[src/hw/sr4_params.svh]
`ifndef SR4_PARAMS_SVH
`define SR4_PARAMS_SVH

// ----------------------------------------------------------------
// Widths and depths
// ----------------------------------------------------------------
`define SR4_WIDTH        4
`define SR4_BUF_DEPTH    2
`define SR4_PIN_COUNT    8

// ----------------------------------------------------------------
// Reset values and constant levels
// ----------------------------------------------------------------
`define SR4_STAGE_RST    4'h0
`define SR4_OE_RST       4'h0
`define SR4_OE_ON        4'hF
`define SR4_PIN_RST      8'h00
`define SR4_BIT_RST      1'h0
`define SR4_BIT_ONE      1'h1

// ----------------------------------------------------------------
// Positions inside the synchronised pin vector
// ----------------------------------------------------------------
`define SR4_PIN_CLK      0
`define SR4_PIN_MODE     1
`define SR4_PIN_SERIAL   2
`define SR4_PIN_CLEAR_N  3
`define SR4_PIN_DRIVE_N  4
`define SR4_PIN_PAR_LO   5

`endif

[src/hw/sr4_pkg.sv]
package sr4_pkg;

	// ----------------------------------------------------------------
	// Mode select levels
	// ----------------------------------------------------------------
	typedef enum logic {
		SR4_MODE_SHIFT,
		SR4_MODE_LOAD
	} sr4_mode_t;

endpackage

[src/hw/sr4_sync.sv]
`timescale 1ns/10ps
`include "sr4_params.svh"

module sr4_sync
	import sr4_pkg::*;
#(
	parameter int          WIDTH = `SR4_PIN_COUNT,
	parameter logic [WIDTH-1:0] RST_VAL = '0
) (
	// Clock and reset
	input  wire logic             core_clk,
	input  wire logic             rst,
	// Pins
	input  wire logic [WIDTH-1:0] async_in,
	output logic      [WIDTH-1:0] sync_out
);

	// ----------------------------------------------------------------
	// Two flip-flop synchroniser
	// ----------------------------------------------------------------
	logic [WIDTH-1:0] meta_reg;
	logic [WIDTH-1:0] meta_next;
	logic [WIDTH-1:0] sync_reg;
	logic [WIDTH-1:0] sync_next;

	always_comb begin
		meta_next = async_in;
		sync_next = meta_reg;
	end

	always_ff @(posedge core_clk) begin
		if (rst) begin
			meta_reg <= RST_VAL;
			sync_reg <= RST_VAL;
		end else begin
			meta_reg <= meta_next;
			sync_reg <= sync_next;
		end
	end

	assign sync_out = sync_reg;

endmodule

[src/hw/sr4_buf.sv]
`timescale 1ns/10ps
`include "sr4_params.svh"

module sr4_buf
	import sr4_pkg::*;
#(
	parameter int WIDTH = `SR4_WIDTH,
	parameter int DEPTH = `SR4_BUF_DEPTH
) (
	// Clock and reset
	input  wire logic             core_clk,
	input  wire logic             rst,
	// Filling side
	input  wire logic             in_valid,
	output logic                  in_ready,
	input  wire logic [WIDTH-1:0] in_data,
	// Draining side
	output logic                  out_valid,
	input  wire logic             out_ready,
	output logic      [WIDTH-1:0] out_data
);

	// ----------------------------------------------------------------
	// Shifting store
	// ----------------------------------------------------------------
	// Entries move toward slot zero so the head is always a flop.
	logic [WIDTH-1:0] mem_reg   [DEPTH];
	logic [WIDTH-1:0] mem_next  [DEPTH];
	logic [DEPTH-1:0] full_reg;
	logic [DEPTH-1:0] full_next;

	always_comb begin
		logic             pop;
		logic             push;
		logic [DEPTH-1:0] keep;
		pop  = full_reg[0] & out_ready;
		push = in_valid & ~full_reg[DEPTH-1];
		keep = pop ? (full_reg >> 1) : full_reg;
		for (int i = 0; i < DEPTH; i++) begin
			mem_next[i] = mem_reg[i];
			if (pop) begin
				mem_next[i] = (i < DEPTH - 1) ? mem_reg[(i + 1) % DEPTH] : mem_reg[i];
			end
		end
		full_next = keep;
		for (int i = 0; i < DEPTH; i++) begin
			if (push && !keep[i] && (i == 0 || keep[(i + DEPTH - 1) % DEPTH])) begin
				mem_next[i]  = in_data;
				full_next[i] = 1'b1;
			end
		end
	end

	always_ff @(posedge core_clk) begin
		if (rst) begin
			full_reg <= '0;
			for (int i = 0; i < DEPTH; i++) begin
				mem_reg[i] <= '0;
			end
		end else begin
			full_reg <= full_next;
			for (int i = 0; i < DEPTH; i++) begin
				mem_reg[i] <= mem_next[i];
			end
		end
	end

	assign in_ready  = ~full_reg[DEPTH-1];
	assign out_valid = full_reg[0];
	assign out_data  = mem_reg[0];

endmodule

[src/hw/sr4_shift_reg.sv]
`timescale 1ns/10ps
`include "sr4_params.svh"

// Contract
// - Four storage stages; each takes its parallel input or the stage before it, stage zero the serial input.
// - Apart from clear, stages change only on a falling edge of the clock pin.
// - Mode HIGH: falling edge loads every stage from its parallel input bit.
// - Mode LOW: falling edge copies the serial input into stage zero.
// - Shift mode moves stage zero to one, one to two, two to three.
// - Drive enable HIGH floats all four outputs; LOW drives the stored stages.
// - Shift, load and clear work inside while the outputs float.
// - Clear LOW forces all stages LOW at once, over every other input.
module sr4_shift_reg
	import sr4_pkg::*;
#(
	parameter int WIDTH = `SR4_WIDTH,
	parameter int DEPTH = `SR4_BUF_DEPTH
) (
	// Clock and reset
	input  wire logic             core_clk,
	input  wire logic             rst,
	// Control pins
	input  wire logic             shift_clk_pin,
	input  wire logic             mode_pick,
	input  wire logic             async_clear_n,
	input  wire logic             drive_enable_n,
	// Data pins
	input  wire logic             serial_in,
	input  wire logic [WIDTH-1:0] par_in,
	// Three-state outputs
	output logic      [WIDTH-1:0] stage_out,
	output logic      [WIDTH-1:0] stage_oe,
	// Stage word stream
	output logic                  word_valid,
	input  wire logic             word_ready,
	output logic      [WIDTH-1:0] word_data
);

	// ----------------------------------------------------------------
	// Pin synchronisation
	// ----------------------------------------------------------------
	localparam int PINS = `SR4_PIN_PAR_LO + WIDTH;
	// The drive enable leaves reset inactive, so the outputs stay
	// released until the pin itself has been seen.
	localparam logic [PINS-1:0] PINS_RST = PINS'(`SR4_BIT_ONE) << `SR4_PIN_DRIVE_N;

	logic [PINS-1:0] pins_raw;
	logic [PINS-1:0] pins_sync;

	assign pins_raw = {par_in, drive_enable_n, async_clear_n, serial_in,
		mode_pick, shift_clk_pin};

	sr4_sync #(
		.WIDTH   (PINS),
		.RST_VAL (PINS_RST)
	) u_sync (
		.core_clk (core_clk),
		.rst      (rst),
		.async_in (pins_raw),
		.sync_out (pins_sync)
	);

	logic             clk_s;
	logic             serial_s;
	logic             clear_n_s;
	logic             drive_n_s;
	logic [WIDTH-1:0] par_s;
	sr4_mode_t        mode_s;

	assign clk_s     = pins_sync[`SR4_PIN_CLK];
	assign serial_s  = pins_sync[`SR4_PIN_SERIAL];
	assign clear_n_s = pins_sync[`SR4_PIN_CLEAR_N];
	assign drive_n_s = pins_sync[`SR4_PIN_DRIVE_N];
	assign par_s     = pins_sync[`SR4_PIN_PAR_LO +: WIDTH];
	assign mode_s    = pins_sync[`SR4_PIN_MODE] ? SR4_MODE_LOAD : SR4_MODE_SHIFT;

	// ----------------------------------------------------------------
	// Clock pin edge detection
	// ----------------------------------------------------------------
	// Only a HIGH-to-LOW step of the clock pin counts; the rising
	// step is seen but ignored.
	logic clk_prev_reg;
	logic clk_prev_next;
	logic fall;

	always_comb begin
		clk_prev_next = clk_s;
	end

	always_ff @(posedge core_clk) begin
		if (rst) begin
			clk_prev_reg <= `SR4_BIT_RST;
		end else begin
			clk_prev_reg <= clk_prev_next;
		end
	end

	assign fall = clk_prev_reg & ~clk_s;

	// ----------------------------------------------------------------
	// Stage update
	// ----------------------------------------------------------------
	// An edge that meets a full buffer waits as pending and the
	// pin data of its own cycle is held with it. Two edges during one
	// stall merge into one: the reader must not stall for long.
	logic             buf_in_ready;
	logic             go;
	logic             pend_reg;
	logic             pend_next;
	logic             pmode_reg;
	logic             pmode_next;
	logic             pser_reg;
	logic             pser_next;
	logic [WIDTH-1:0] ppar_reg;
	logic [WIDTH-1:0] ppar_next;
	logic [WIDTH-1:0] stage_reg;
	logic [WIDTH-1:0] stage_next;

	always_comb begin
		logic             use_mode;
		logic             use_ser;
		logic [WIDTH-1:0] use_par;
		pmode_next = pmode_reg;
		pser_next  = pser_reg;
		ppar_next  = ppar_reg;
		if (fall) begin
			pmode_next = (mode_s == SR4_MODE_LOAD);
			pser_next  = serial_s;
			ppar_next  = par_s;
		end
		use_mode   = fall ? (mode_s == SR4_MODE_LOAD) : pmode_reg;
		use_ser    = fall ? serial_s : pser_reg;
		use_par    = fall ? par_s : ppar_reg;
		go         = (fall | pend_reg) & buf_in_ready & clear_n_s;
		pend_next  = (fall | pend_reg) & ~go & clear_n_s;
		stage_next = stage_reg;
		if (!clear_n_s) begin
			stage_next = `SR4_STAGE_RST;
		end else if (go) begin
			if (use_mode) begin
				stage_next = use_par;
			end else begin
				stage_next = {stage_reg[WIDTH-2:0], use_ser};
			end
		end
	end

	always_ff @(posedge core_clk) begin
		if (rst) begin
			pend_reg  <= `SR4_BIT_RST;
			pmode_reg <= `SR4_BIT_RST;
			pser_reg  <= `SR4_BIT_RST;
			ppar_reg  <= `SR4_STAGE_RST;
			stage_reg <= `SR4_STAGE_RST;
		end else begin
			pend_reg  <= pend_next;
			pmode_reg <= pmode_next;
			pser_reg  <= pser_next;
			ppar_reg  <= ppar_next;
			stage_reg <= stage_next;
		end
	end

	// ----------------------------------------------------------------
	// Output drivers
	// ----------------------------------------------------------------
	// The enable touches only the drivers, never the stages.
	logic [WIDTH-1:0] oe_reg;
	logic [WIDTH-1:0] oe_next;

	always_comb begin
		oe_next = drive_n_s ? `SR4_OE_RST : `SR4_OE_ON;
	end

	always_ff @(posedge core_clk) begin
		if (rst) begin
			oe_reg <= `SR4_OE_RST;
		end else begin
			oe_reg <= oe_next;
		end
	end

	assign stage_out = stage_reg;
	assign stage_oe  = oe_reg;

	// ----------------------------------------------------------------
	// Stage word stream
	// ----------------------------------------------------------------
	// Every clocked update pushes the new stage word. A stalled
	// reader holds one edge back; further edges in the same stall merge with it, and one word, built from the last edge's pin data, is pushed.
	sr4_buf #(
		.WIDTH (WIDTH),
		.DEPTH (DEPTH)
	) u_buf (
		.core_clk  (core_clk),
		.rst       (rst),
		.in_valid  (go),
		.in_ready  (buf_in_ready),
		.in_data   (stage_next),
		.out_valid (word_valid),
		.out_ready (word_ready),
		.out_data  (word_data)
	);

endmodule

[config.mk]
export PLATFORM = sky130hd
export DESIGN_NAME = sr4_shift_reg
export DESIGN_NICKNAME = d
export VERILOG_FILES = /design/src/hw/sr4_pkg.sv /design/src/hw/sr4_sync.sv /design/src/hw/sr4_buf.sv /design/src/hw/sr4_shift_reg.sv
export VERILOG_INCLUDE_DIRS = /design/src /design/src/hw
export SDC_FILE = /design/constraint.sdc
export NUM_CORES = 1
export LEC_CHECK = 0
export ABC_AREA = 1
export BUFFER_PORTS_ARGS = -buffer_cell sky130_fd_sc_hd__buf_2
export CORE_ASPECT_RATIO = 1.1
export CORE_MARGIN = 10
export CORE_UTILIZATION = 45
export CTS_CLUSTER_SIZE = 24
export DETAILED_ROUTE_END_ITERATION = 8
export GPL_TIMING_DRIVEN = 0
export PLACE_DENSITY = 0.63
export SLEW_MARGIN = 5
export SYNTH_ARGS = -nofsm -noshare
export SYNTH_HDL_FRONTEND = slang
export SYNTH_SLANG_ARGS = --single-unit
[constraint.sdc]
create_clock -name core_clk -period 1.5 [get_ports core_clk]
set_input_delay 0.45 -clock core_clk [delete_from_list [all_inputs] [get_ports core_clk]]
set_output_delay 0.45 -clock core_clk [all_outputs]
set_load 0.05 [all_outputs]
==> qor.txt <==
====================================================================================
Clock network fraction of total power .................................        33.5%
Power density over the cells ..........................................  1000 mW/mm²
Design Area, Final ....................................................  0.00184 mm²
Share of cells above drive strength 1 .................................        23.0%
Worst path required time ..............................................      1.05 ns
Remaining DRCs ........................................................            0
Post CTS Setup Buffer Count ...........................................            0
Number of nets with antenna violations after detailed routing .........            0
Worst voltage drop across the vdd grid ................................     0.698 mV
# clock sinks .........................................................           41
Area post-placement ...................................................  0.00174 mm²
Critical Path Sink Type ............................................... primary output
GRT overflow ..........................................................            0
# setup viols final ...................................................            0
Type of the tightest min-delay check .................................. input port to register
Vias after detailed routing ...........................................         1268
Mapped Nets ...........................................................          219
Final RePlAce weighted congestion .....................................        0.795
Post-route clock skew .................................................    0.0113 ns
Max-capacitance violation count .......................................            0
Largest net degree at the start of global routing .....................           13
Floorplan die area ....................................................  0.00624 mm²
Synth top cells by count .............................................. nand2_1 (55), dfxtp_1 (41), nor2_1 (33)
Class of the most critical setup path ................................. register to primary output
NetSw .................................................................     0.414 mW
Proportion of synthesized flip-flops having asynchronous set or reset .           0%
Number of synthesized flops with an enable pin ........................            0
Lkg Pwr ...............................................................     0.932 nW
Fraction of the yosys area taken by sequential cells ..................        52.5%
Core region area ......................................................  0.00333 mm²
Switching share of power ..............................................        22.6%
Startpoint type of the worst setup path ...............................     register
Sum of net half-perimeters after detailed placement ...................      2.13 mm
Arrival time of the worst setup path ..................................      0.99 ns
Relative slew slack ...................................................        69.4%
Cell internal power dissipation .......................................      1.42 mW
Flop pwr share ........................................................        61.3%
Per-cell routed wire length ...........................................      9.95 µm
Number of storage elements in the synthesis netlist ...................           41
Transition at the pin with the smallest max-transition slack ..........     0.459 ns
Most used standard cell by instance count after synthesis .............      nand2_1
Setup TNS .............................................................         0 ns
Area growth, synth to finish ..........................................        17.4%
Number of CTS-inserted buffers ........................................            5
Horizontal extent of the die ..........................................      76.2 µm
Leading area contributor after synthesis ..............................      dfxtp_1
Unique cell type count in the Yosys netlist ...........................           22
Yosys warns ...........................................................            0
CTS tree ..............................................................        built
Post-Synthesis Cells ..................................................          207
Final hold viol count .................................................            0
Peak fanout along the critical path ...................................            4
Result of the run ..................................................... finished, final reports clean
Cell types with the largest area share after synthesis ................ dfxtp_1 (52%), nand2_1 (13%), nor2_1 (7.9%)
GRT Overall Usage .....................................................        10.3%
Root Driver ...........................................................     clkbuf_4
Mean instance size in the synthesized netlist .........................     7.56 µm²
Via count normalized by instance count ................................         4.42
Count of H-tree levels built during CTS ...............................            2
Top flip-flop cell by instance count after synthesis ..................      dfxtp_1
Effective utilization at floorplan ....................................        47.0%
Cell Area, Synth ......................................................  0.00156 mm²
Clock transition at the registers of the reported paths ...............      0.12 ns
Slew Viols, Final .....................................................            0
Worst skew pair latency ...............................................      0.34 ns
Overall routed net length .............................................      2.86 mm
Number of antenna violations at the first check in global routing .....            0
Period utilization ....................................................        96.1%
Global-route wire length before repair ................................      5.35 mm
Nets@finish ...........................................................          250
Vias in the first global route ........................................         1254
Starting DRC count in detailed routing ................................           75
Share of the synthesized area in the top cell type ....................        52.5%
Shortest clock period the worst path allows after layout ..............      1.44 ns
Floorplan die height ..................................................      81.8 µm
Part of the power in combinational logic ..............................         5.2%
Top-Level Pins ........................................................           25
CTS max path bufs .....................................................            2
FMAX ..................................................................      694 MHz
Pre-Repair DR Iteration Count .........................................            4
Count of standard-cell rows ...........................................           22
Number of I/O port buffers ............................................           24
ANT cells .............................................................            0
RSZ-0062 raised after global routing ..................................           no
====================================================================================
-- per-layer routing --
layer	part of all wire, %	up-vias	global-route usage [%]
met5	0	-	0
met2	49	25	19.0
met4	1.1	0	3.90
met3	4.9	4	3.93
met1	45	561	10.7
li1	-	678	-
-- area by class of cell --
class                   count  area (µm²)
well taps                  48        60.1
inverters                  30         114
repair buffers             24         140
plain buffers              11        75.1
multi-input cells         125         554
clock buffers               7        65.1
clock inverters             1        5.00
flip-flops and latches     41         823
fillers                   353        1490
-- power by group through the flow --
stage,Clock [mW],Combinational [mW],Sequential [mW]
2_1_floorplan,0,0.0613,1.15
3_3_place_gp,0,0.0925,1.15
3_5_place_dp,0,0.0946,1.15
4_1_cts,0.634,0.0964,1.13
5_1_grt,0.683,0.111,1.13
6_report,0.616,0.0947,1.13
-- cell families (layout without fill, tap and decap cells) --
family                 Yosys count  in the layout  share of synthesized area [%]
AND/OR/NAND/NOR                105            105                           28.7
flip-flops                      41             41                           52.5
AO/OA/AOI/OAI                   20             20                           6.72
buffers and inverters           41             73                           12.1
-- path summary, 6_finish.rpt --
check / to / slack [ns] / start / cells past startpoint
setup / recovery: stage_oe[2] / 0.06 / stage_oe[2] / 2
hold / removal: u_sync.meta_reg[4] / 0.28 / drive_enable_n / 2
setup reg to reg: u_buf.mem_reg[0][7] / 0.21 / u_sync.sync_out[0] / 8
hold reg to reg: stage_oe[2] / 0.39 / u_sync.sync_out[4] / 1
-- worst max-delay path, cell delays in order (launching register included) --
cell     delay, ns
dfxtp_2       0.35
buf_4         0.12
buf_4         0.18
-- what timing repair did --
action,CTS,global route
resized for setup,6,5
setup endpoints to repair,6,10
hold buffers,0,0
-- per-stage QoR --
stage / setup slack [ns] / hold slack [ns] / total power [mW] / cells / utilization, %
floorplan: 0.106 / 0.368 / 1.21 / 207 / -
global placement: 0.113 / 0.372 / 1.24 / 279 / 52.4
detailed placement: 0.119 / 0.385 / 1.25 / 279 / 52.4
CTS: 0.00514 / 0.271 / 1.86 / 287 / 54.9
global route: 0.00182 / 0.267 / 1.92 / 287 / 55.1
finish: 0.0588 / 0.278 / 1.84 / 287 / 55.1
-- layout by cell type, fill, tap and decap left out, types with 2 or more instances in the layout --
cell,n
o21ai_0,5
clkbuf_1,3
dfxtp_2,2
inv_2,3
clkbuf_8,2
o21ai_1,3
nor2_1,33
nand3_1,5
nand3_2,2
nand2_1,55
buf_4,14
dfxtp_1,39
inv_1,26
buf_2,16
nor3_1,3
clkbuf_4,6
a21oi_1,10
or2_2,2
nand2_4,2
clkinv_2,2
Power figures use the tool's default switching activity.
